$ cat src/core/rcw_defs.svh
// Constants for the reset cause, debug force-reset and options block
`ifndef RCW_DEFS_SVH
`define RCW_DEFS_SVH
`define RCW_IDX_CAUSE 2'h0
`define RCW_IDX_DBGRST 2'h1
`define RCW_IDX_OPTS 2'h2
`define RCW_IDX_WDGOPT 2'h3
`define RCW_BIT_POR 7
`define RCW_BIT_PIN 6
`define RCW_BIT_WDG 5
`define RCW_BIT_ILL 4
`define RCW_BIT_LOC 2
`define RCW_BIT_LVD 1
`define RCW_CAUSE_POR_VAL 8'h82
`define RCW_BIT_DBGRST 0
`define RCW_OPT_STOP 5
`define RCW_OPT_IMPL_MASK 8'hF3
`define RCW_OPT_RST_VAL 8'hC0
`define RCW_WDGOPT_MASK 8'hC0
`define RCW_WDGOPT_RST_VAL 8'h00
`define RCW_PIN_IDLE 3'h4
`define RCW_EXP_LPO1 5'h05
`define RCW_EXP_LPO2 5'h08
`define RCW_EXP_LPO3 5'h0A
`define RCW_EXP_BUS1 5'h0D
`define RCW_EXP_BUS2 5'h10
`define RCW_EXP_BUS3 5'h12
`define RCW_WIN_BUS1 19'h01800
`define RCW_WIN_BUS2 19'h0C000
`define RCW_WIN_BUS3 19'h30000
`define RCW_CLK_NS 20
`define RCW_HOLD_NS 200
`define RCW_HOLD_CYC ((`RCW_HOLD_NS + `RCW_CLK_NS - 1) / `RCW_CLK_NS)
`define RCW_LPO_NS 1000000
`define RCW_LPO_CYC (`RCW_LPO_NS / `RCW_CLK_NS)
`endif

$ cat src/core/rcw_pkg.sv
// Types shared by the reset cause, watchdog and options logic
package rcw_pkg;
  typedef struct packed {
    logic write;
    logic read;
    logic debug;
    logic [1:0] index;
    logic [7:0] wdata;
  } rcw_reg_req_type;
  typedef struct packed {
    logic extReset_n;
    logic lowVoltTrip;
    logic clockLost;
  } rcw_pins_type;
  typedef struct packed {
    logic unimplOpcode;
    logic stopExec;
    logic bgndExec;
  } rcw_cpu_evt_type;
  typedef struct packed {
    logic [1:0] timeout;
    logic busSource;
    logic window;
  } rcw_wdg_cfg_type;
  typedef enum logic [1:0] {RCW_RUN = 2'b01, RCW_HOLD = 2'b10} rcw_state_type;
endpackage : rcw_pkg

$ cat src/core/rcw_reset_cause_watchdog.sv
// Reset sequencer with cause flags, debug force-reset, write-once options and watchdog
`timescale 1ns/1ps
`default_nettype none
`include "rcw_defs.svh"
module rcw_reset_cause_watchdog import rcw_pkg::*; #(
  parameter int LPO_DIV = `RCW_LPO_CYC,
  parameter int HOLD_CYC = `RCW_HOLD_CYC
) (
  // Clock and power-on reset
  input wire logic clk,
  input wire logic reset_n,
  // Register access from processor or debug host
  input wire rcw_reg_req_type regReq,
  output logic [7:0] rdData_ff,
  output logic rdValid_ff,
  // Reset source pins
  input wire rcw_pins_type pinsIn,
  // Processor events and mode enables
  input wire rcw_cpu_evt_type cpuEvt,
  input wire logic backgroundModeEnable,
  input wire logic lowVoltResetEnable,
  input wire logic lowVoltStopEnable,
  // System control
  output logic sysReset,
  output logic stopGrant_ff
);
  logic [1:0] rstPipe_ff;
  logic rstSync_n;
  rcw_pins_type pinA_ff;
  rcw_pins_type pinB_ff;
  rcw_pins_type pinC_ff;
  rcw_pins_type pinState_ff;
  rcw_pins_type nxt_pinState;
  rcw_state_type state_ff;
  rcw_state_type nxt_state;
  logic [3:0] holdCnt_ff;
  logic [7:0] cause_ff;
  logic [7:0] nxt_cause;
  logic [7:0] opts_ff;
  logic optsDone_ff;
  logic [7:0] wdgOpt_ff;
  logic wdgOptDone_ff;
  rcw_wdg_cfg_type wdgCfg;
  logic running;
  logic regWrite;
  logic dbgForce;
  logic causeWrite;
  logic illegal;
  logic pinReset;
  logic lvReset;
  logic clockLost;
  logic wdgExpire;
  logic windowOpen;
  logic windowViol;
  logic wdgTrip;
  logic resetEvent;
  logic levelActive;

  // Release of the power-on reset is retimed; assertion stays asynchronous
  always_ff @(posedge clk or negedge reset_n) begin
    if (!reset_n) begin
      rstPipe_ff <= 2'h0;
    end else begin
      rstPipe_ff <= {rstPipe_ff[0], 1'b1};
    end
  end
  assign rstSync_n = rstPipe_ff[1];

  // Pin inputs: three flops, a change counts once the last two agree
  always_ff @(posedge clk or negedge rstSync_n) begin
    if (!rstSync_n) begin
      pinA_ff <= `RCW_PIN_IDLE;
      pinB_ff <= `RCW_PIN_IDLE;
      pinC_ff <= `RCW_PIN_IDLE;
      pinState_ff <= `RCW_PIN_IDLE;
    end else begin
      pinA_ff <= pinsIn;
      pinB_ff <= pinA_ff;
      pinC_ff <= pinB_ff;
      pinState_ff <= nxt_pinState;
    end
  end
  assign nxt_pinState = ((pinB_ff ~^ pinC_ff) & pinC_ff) | ((pinB_ff ^ pinC_ff) & pinState_ff);

  // Reset sources
  assign running = (state_ff == RCW_RUN);
  assign regWrite = running && regReq.write;
  assign pinReset = !pinState_ff.extReset_n;
  assign clockLost = pinState_ff.clockLost;
  // Low-voltage trip only resets when both enables are set
  assign lvReset = pinState_ff.lowVoltTrip && lowVoltResetEnable && lowVoltStopEnable;
  // Only background debug writes can force a reset; user writes are dropped
  assign dbgForce = regWrite && regReq.debug && regReq.index == `RCW_IDX_DBGRST
    && regReq.wdata[`RCW_BIT_DBGRST];
  assign causeWrite = regWrite && regReq.index == `RCW_IDX_CAUSE;
  assign illegal = running && (cpuEvt.unimplOpcode
    || (cpuEvt.stopExec && !opts_ff[`RCW_OPT_STOP])
    || (cpuEvt.bgndExec && !backgroundModeEnable));
  // An early restart write in window mode is itself a watchdog reset
  assign windowViol = causeWrite && wdgCfg.window && wdgCfg.busSource
    && wdgCfg.timeout != 2'h0 && !windowOpen;
  assign wdgTrip = wdgExpire || windowViol;
  assign resetEvent = running && (pinReset || clockLost || lvReset || illegal || wdgTrip || dbgForce);
  // Level sources keep the device in reset until they go away
  assign levelActive = pinReset || clockLost || lvReset;

  // Flags of every source active at the reset moment, POR kept through a low-voltage reset; all cleared on a debug force
  always_comb begin
    nxt_cause = 8'h00;
    nxt_cause[`RCW_BIT_POR] = lvReset && cause_ff[`RCW_BIT_POR];
    nxt_cause[`RCW_BIT_PIN] = pinReset;
    nxt_cause[`RCW_BIT_WDG] = wdgTrip;
    nxt_cause[`RCW_BIT_ILL] = illegal;
    nxt_cause[`RCW_BIT_LOC] = clockLost;
    nxt_cause[`RCW_BIT_LVD] = lvReset;
    if (dbgForce) begin
      nxt_cause = 8'h00;
    end
  end

  // Cause flags: power-on value, else captured at each reset event
  always_ff @(posedge clk or negedge rstSync_n) begin
    if (!rstSync_n) begin
      cause_ff <= `RCW_CAUSE_POR_VAL;
    end else if (resetEvent) begin
      cause_ff <= nxt_cause;
    end
  end

  // Sequencer: hold the system in reset for a fixed time and while levels persist
  always_comb begin
    nxt_state = state_ff;
    case (state_ff)
      RCW_RUN: begin
        if (resetEvent) begin
          nxt_state = RCW_HOLD;
        end
      end
      RCW_HOLD: begin
        if (holdCnt_ff == 4'h0 && !levelActive) begin
          nxt_state = RCW_RUN;
        end
      end
      default: nxt_state = RCW_HOLD;
    endcase
  end

  always_ff @(posedge clk or negedge rstSync_n) begin
    if (!rstSync_n) begin
      state_ff <= RCW_HOLD;
      holdCnt_ff <= 4'(HOLD_CYC - 1);
    end else begin
      state_ff <= nxt_state;
      if (running) begin
        holdCnt_ff <= 4'(HOLD_CYC - 1);
      end else if (holdCnt_ff != 4'h0) begin
        holdCnt_ff <= holdCnt_ff - 4'h1;
      end
    end
  end
  assign sysReset = (state_ff == RCW_HOLD);

  // Options register: write-once until the next reset of any kind
  always_ff @(posedge clk or negedge rstSync_n) begin
    if (!rstSync_n) begin
      opts_ff <= `RCW_OPT_RST_VAL;
      optsDone_ff <= 1'b0;
    end else if (sysReset) begin
      opts_ff <= `RCW_OPT_RST_VAL;
      optsDone_ff <= 1'b0;
    end else if (regWrite && regReq.index == `RCW_IDX_OPTS && !optsDone_ff) begin
      opts_ff <= regReq.wdata & `RCW_OPT_IMPL_MASK;
      optsDone_ff <= 1'b1;
    end
  end

  // Watchdog source and window bits: same write-once discipline
  always_ff @(posedge clk or negedge rstSync_n) begin
    if (!rstSync_n) begin
      wdgOpt_ff <= `RCW_WDGOPT_RST_VAL;
      wdgOptDone_ff <= 1'b0;
    end else if (sysReset) begin
      wdgOpt_ff <= `RCW_WDGOPT_RST_VAL;
      wdgOptDone_ff <= 1'b0;
    end else if (regWrite && regReq.index == `RCW_IDX_WDGOPT && !wdgOptDone_ff) begin
      wdgOpt_ff <= regReq.wdata & `RCW_WDGOPT_MASK;
      wdgOptDone_ff <= 1'b1;
    end
  end

  assign wdgCfg.timeout = opts_ff[7:6];
  assign wdgCfg.busSource = wdgOpt_ff[7];
  assign wdgCfg.window = wdgOpt_ff[6];

  // Held in restart during reset so the count begins at zero afterwards
  rcw_watchdog #(
    .LPO_DIV(LPO_DIV)
  ) wdg (
    .clk(clk),
    .rst_n(rstSync_n),
    .restart(sysReset || causeWrite),
    .cfg(wdgCfg),
    .expire_ff(wdgExpire),
    .windowOpen(windowOpen)
  );

  // Read data answers one cycle after the request
  always_ff @(posedge clk or negedge rstSync_n) begin
    if (!rstSync_n) begin
      rdData_ff <= 8'h00;
      rdValid_ff <= 1'b0;
    end else begin
      rdValid_ff <= regReq.read;
      case (regReq.index)
        `RCW_IDX_CAUSE: rdData_ff <= cause_ff;
        `RCW_IDX_DBGRST: rdData_ff <= 8'h00;
        `RCW_IDX_OPTS: rdData_ff <= opts_ff & `RCW_OPT_IMPL_MASK;
        default: rdData_ff <= wdgOpt_ff;
      endcase
    end
  end

  // Stop is granted only while enabled; otherwise it became an illegal reset
  always_ff @(posedge clk or negedge rstSync_n) begin
    if (!rstSync_n) begin
      stopGrant_ff <= 1'b0;
    end else begin
      stopGrant_ff <= running && cpuEvt.stopExec && opts_ff[`RCW_OPT_STOP];
    end
  end
endmodule : rcw_reset_cause_watchdog
`default_nettype wire

$ cat src/core/rcw_watchdog.sv
// Watchdog counter with low-power tick divider and window decode
`timescale 1ns/1ps
`default_nettype none
`include "rcw_defs.svh"
module rcw_watchdog import rcw_pkg::*; #(
  parameter int LPO_DIV = `RCW_LPO_CYC
) (
  // Clock and synchronised reset
  input wire logic clk,
  input wire logic rst_n,
  // Control
  input wire logic restart,
  input wire rcw_wdg_cfg_type cfg,
  // Status
  output logic expire_ff,
  output logic windowOpen
);
  localparam int DW = $clog2(LPO_DIV);
  logic [DW-1:0] divCnt_ff;
  logic [18:0] count_ff;
  logic tick;
  logic enabled;

  function automatic logic [18:0] wdgLimit(input rcw_wdg_cfg_type c);
    logic [4:0] e;
    e = 5'h00;
    case (c.timeout)
      2'h1: e = c.busSource ? `RCW_EXP_BUS1 : `RCW_EXP_LPO1;
      2'h2: e = c.busSource ? `RCW_EXP_BUS2 : `RCW_EXP_LPO2;
      default: e = c.busSource ? `RCW_EXP_BUS3 : `RCW_EXP_LPO3;
    endcase
    wdgLimit = 19'h00001 << e;
  endfunction : wdgLimit

  function automatic logic [18:0] wdgWindow(input rcw_wdg_cfg_type c);
    case (c.timeout)
      2'h1: wdgWindow = `RCW_WIN_BUS1;
      2'h2: wdgWindow = `RCW_WIN_BUS2;
      default: wdgWindow = `RCW_WIN_BUS3;
    endcase
  endfunction : wdgWindow

  assign enabled = (cfg.timeout != 2'h0);
  // Low-power source is a divided tick of the bus clock
  assign tick = enabled && (cfg.busSource || (divCnt_ff == DW'(LPO_DIV - 1)));
  // Window timing only exists on the bus clock source
  assign windowOpen = !(cfg.window && cfg.busSource) || (count_ff >= wdgWindow(cfg));

  always_ff @(posedge clk or negedge rst_n) begin
    if (!rst_n) begin
      divCnt_ff <= '0;
    end else if (restart || divCnt_ff == DW'(LPO_DIV - 1)) begin
      divCnt_ff <= '0;
    end else begin
      divCnt_ff <= divCnt_ff + 1'b1;
    end
  end

  always_ff @(posedge clk or negedge rst_n) begin
    if (!rst_n) begin
      count_ff <= 19'h00000;
      expire_ff <= 1'b0;
    end else if (restart) begin
      count_ff <= 19'h00000;
      expire_ff <= 1'b0;
    end else begin
      expire_ff <= tick && (count_ff == wdgLimit(cfg) - 19'h00001);
      if (!enabled || (tick && count_ff == wdgLimit(cfg) - 19'h00001)) begin
        count_ff <= 19'h00000;
      end else if (tick) begin
        count_ff <= count_ff + 19'h00001;
      end
    end
  end
endmodule : rcw_watchdog
`default_nettype wire

$ cat config.mk
export PLATFORM = sky130hd
export DESIGN_NAME = rcw_reset_cause_watchdog
export DESIGN_NICKNAME = d
export VERILOG_FILES = /design/src/core/rcw_pkg.sv /design/src/core/rcw_reset_cause_watchdog.sv /design/src/core/rcw_watchdog.sv
export VERILOG_INCLUDE_DIRS = /design/src /design/src/core
export SDC_FILE = /design/constraint.sdc
export NUM_CORES = 1
export LEC_CHECK = 0
export ABC_AREA = 1
export ABC_CLOCK_PERIOD_IN_PS = 2980
export BUFFER_PORTS_ARGS = -buffer_cell sky130_fd_sc_hd__buf_2
export CORE_MARGIN = 4
export CORE_UTILIZATION = 45
export CTS_BUF_LIST = sky130_fd_sc_hd__clkbuf_4 sky130_fd_sc_hd__clkbuf_8
export DETAILED_ROUTE_END_ITERATION = 6
export PLACE_DENSITY = 0.69
export SYNTH_ARGS = -nofsm -noshare
export SYNTH_HDL_FRONTEND = slang
export SYNTH_SLANG_ARGS = --single-unit
$ cat constraint.sdc
create_clock -name clk -period 2.98 [get_ports clk]
set_clock_uncertainty 0.1 [all_clocks]
set_input_delay 0.745 -clock clk [delete_from_list [all_inputs] [get_ports clk]]
set_output_delay 0.745 -clock clk [all_outputs]
set_load 0.03 [all_outputs]
==> flow_summary.ini <==
[outcome]
status = finished, final reports clean

[synthesis]
seq_area_frac_synth_pct = 43.0
yosysWarnings = 0
synthCells = 622
synth-seq-cells = 81
netlist_area_mm2 = 0.00474
syn_nets = 664
syn_avg_cell_area_um2 = 7.63
synth_cell_type_count = 40

[cts]
cts_tree = built
clock_sinks = 81
cts-root-buf = clkbuf_8
insertion_delay_ps = 360
clk_transition_reported_paths_ps = 90
clk_path_buf_depth = 2
cts_buffers = 9
htreeDepth = 3

[timing]
period_needed_ps = 2840
relSlewSlack_pct = 34.6
min_period_over_period_pct = 95.4
setup_violations = 0
worst_pin_slew_ps = 981
setup_tns_ps = 0
max_freq_ghz = 0.352
hold_violations = 0
holdWs_ps = 49.5
slew_violations = 0

[detailed_routing]
detail-route-antenna-nets = 0
drt_wl_total_um = 11300
drtIter0Drc = 309
firstDrtPassIters = 5
routedWlPerCell_um = 13.5
drc_errors = 0
routed_via_density = 5.08
vias = 4241

[cells_and_area]
nNetsFinal = 736
drive_gt1_share_pct = 19.6
syn_to_final_growth_pct = 18.1
stdcell_area_mm2 = 0.00560
fill_cells = 992
seqCellArea_mm2 = 0.00204
multi_input_area_mm2 = 0.00239
num_antenna_cells = 0
utilization_pct = 54.5

[setup_path]
crit_family = simple AND/OR/NAND/NOR gates
critical_path.slowest_cell = dfstp_2
worstPathRequired_ps = 3170
crit_top_cell = nor2_1
reg2reg_slack_ps = 140
reg2reg_to = wdg.expire_ff
cp-end-kind = register
cp.arrival_ps = 3030
path_cells = inv_1 -> buf_4 -> ha_2 -> nor2_2 -> o211ai_1 -> buf_4 -> ha_4 -> xor2_1 -> nor2_1 -> buf_4 -> nand4_1 -> nor2_1 -> nand2_1 -> nor3_2 -> nand2_1 -> nor2_1 -> nand2_1 -> nor2_1
crit_fanout = 3
crit_buf_inv = 4
reg2regPathDepth = 18
critPathKind = reg2reg
crit-reg2reg-launch = opts_ff[7]
critPathMaxStageDelay_ps = 550
start_kind = register

[global_routing]
first_global_vias = 4127
grt_first_pass_wirelength_um = 18800
antenna_found_initial = 0
grt_overflow = 0
grt_usage_pct = 18.4
grt_max_degree = 80

[hold_path]
hold_path.class = in2async

[floorplan]
fp.dieArea_mm2 = 0.0123
row_count = 37
die_w_um = 111
initial_core_util_pct = 46.2
core-area_mm2 = 0.0103
ioPinCount = 35
die_h_um = 111

[power]
peakVddDrop_uv = 332
power_density_mw_per_mm2 = 419
leakage_nw = 2.63
finalPower_mw = 2.35

[run]
maxCapViolCount = 0

[placed_design]
placed_area_mm2 = 0.00523
gp_congestion = 0.899
io_buffers = 31
hpwl_um = 8340
-- where the power goes --
group | leakage, nW | internal, mW | switching [mW]
Clock | 0.107 | 0.402 | 0.452
Combinational | 1.46 | 0.0946 | 0.183
Sequential | 1.06 | 1.17 | 0.0477
Total | 2.63 | 1.67 | 0.683
-- metal layers --
layer	GRT usage, %	vias up	share of wire, %
li1	-	2135	-
met1	25.3	1988	46
met5	0	-	0
met4	5.83	0	1.7
met2	29.6	104	46
met3	3.38	14	5.5
-- how the worst max path moves through the flow --
stage	from	end	slack, ps	cells after the start
after floorplan	opts_ff[6]	wdg.count_ff[5]	70	19
after detailed placement	opts_ff[7]	wdg.count_ff[6]	-170	16
after CTS	opts_ff[6]	wdg.count_ff[16]	0.1	20
after global placement	opts_ff[7]	wdg.count_ff[6]	-130	16
after global routing	opts_ff[6]	wdg.count_ff[8]	-40	19
final	opts_ff[7]	wdg.expire_ff	140	18
-- placed cells by master (no fill, tap or decap), drive strengths merged --
cell type	Yosys	layout
o32ai	1	1
a21oi	18	18
o21a	2	2
nand4	21	21
nor3b	1	1
a22oi	2	2
o221ai	1	1
or2	1	1
and3	1	1
o22ai	2	2
buf	4	64
nor4	3	3
o21ai	24	24
clkbuf	2	9
nor2	101	101
a21o	4	4
bufinv	0	1
a21boi	1	1
xnor2	4	4
xor2	20	20
inv	102	106
dfstp	11	11
nand2	132	132
conb	2	2
o211ai	2	2
dfrtp	70	70
o31ai	1	1
ha	18	18
clkinv	0	2
nor3	18	18
nand3	53	56
-- sequential cells by signal, summed over array words and instances, names as in the netlist, 3 cells and up --
name           flops
wdg.count_ff      19
wdg.divCnt_ff     16
rdData_ff          7
cause_ff           6
opts_ff            6
holdCnt_ff         4
pinA_ff            3
pinB_ff            3
pinC_ff            3
-- final cells by class --
cell class / count / area share, %
flip-flops and latches: 81 / 36.5
clock buffers: 9 / 2.21
multi-input cells: 436 / 42.7
inverters: 102 / 6.88
clock inverters: 7 / 1.45
well taps: 136 / 3.04
repair buffers: 64 / 7.19
-- worst register-to-register path: stages (launching register included) --
cell and delay, ps:
dfstp_2 550, inv_1 80, buf_4 160, ha_2 190
nor2_2 100, o211ai_1 100, buf_4 160, ha_4 160
xor2_1 150, nor2_1 140, buf_4 130, nand4_1 90
nor2_1 120, nand2_1 80, nor3_2 90, nand2_1 60
nor2_1 90, nand2_1 110, nor2_1 120
-- Yosys cell counts (all sizes together) --
cell	count	area [um2]
a21boi	1	7.51
a21o	4	30.0
a21oi	18	93.8
a22oi	2	15.0
and3	1	6.26
buf	4	38.8
clkbuf	2	7.51
conb	2	7.51
dfrtp	70	1750
dfstp	11	289
ha	18	225
inv	102	383
nand2	132	523
nand3	53	278
nand4	21	131
nor2	101	429
nor3	18	90.1
nor3b	1	7.51
nor4	3	18.8
o211ai	2	15.0
o21a	2	15.0
o21ai	24	120
o221ai	1	8.76
o22ai	2	12.5
o31ai	1	7.51
o32ai	1	8.76
or2	1	6.26
xnor2	4	35.0
xor2	20	183
-- stage by stage --
step | setup slack (ps) | instances
2_1_floorplan | 65.8 | 622
3_3_place_gp | -125 | 810
3_5_place_dp | -169 | 810
4_1_cts | 0.0973 | 829
5_1_grt | -35.6 | 835
6_report | 138 | 835
-- cell families (layout without fill, tap and decap cells) --
kind of cell	count (synthesis)	count (layout)	share of synthesized area, %
other	2	2	0.158
DFF	81	81	43.0
adders and majority gates	18	18	4.75
AOI/OAI and AO/OA	58	58	7.04
xor gates and xnor gates	24	24	4.59
buffers and inverters	108	182	9.05
and+or+nand+nor	331	334	31.4
-- repair_timing --
action / in CTS / in global routing
pin swaps: 1 / 11
hold buffers: 0 / 0
cloned: 1 / 2
setup buffers: 2 / 4
gates resized for setup: 2 / 19
endpoints found under the setup margin: 20 / 26
endpoints found under the hold margin: 0 / 0
No activity file was read; power rests on OpenSTA's default activity.
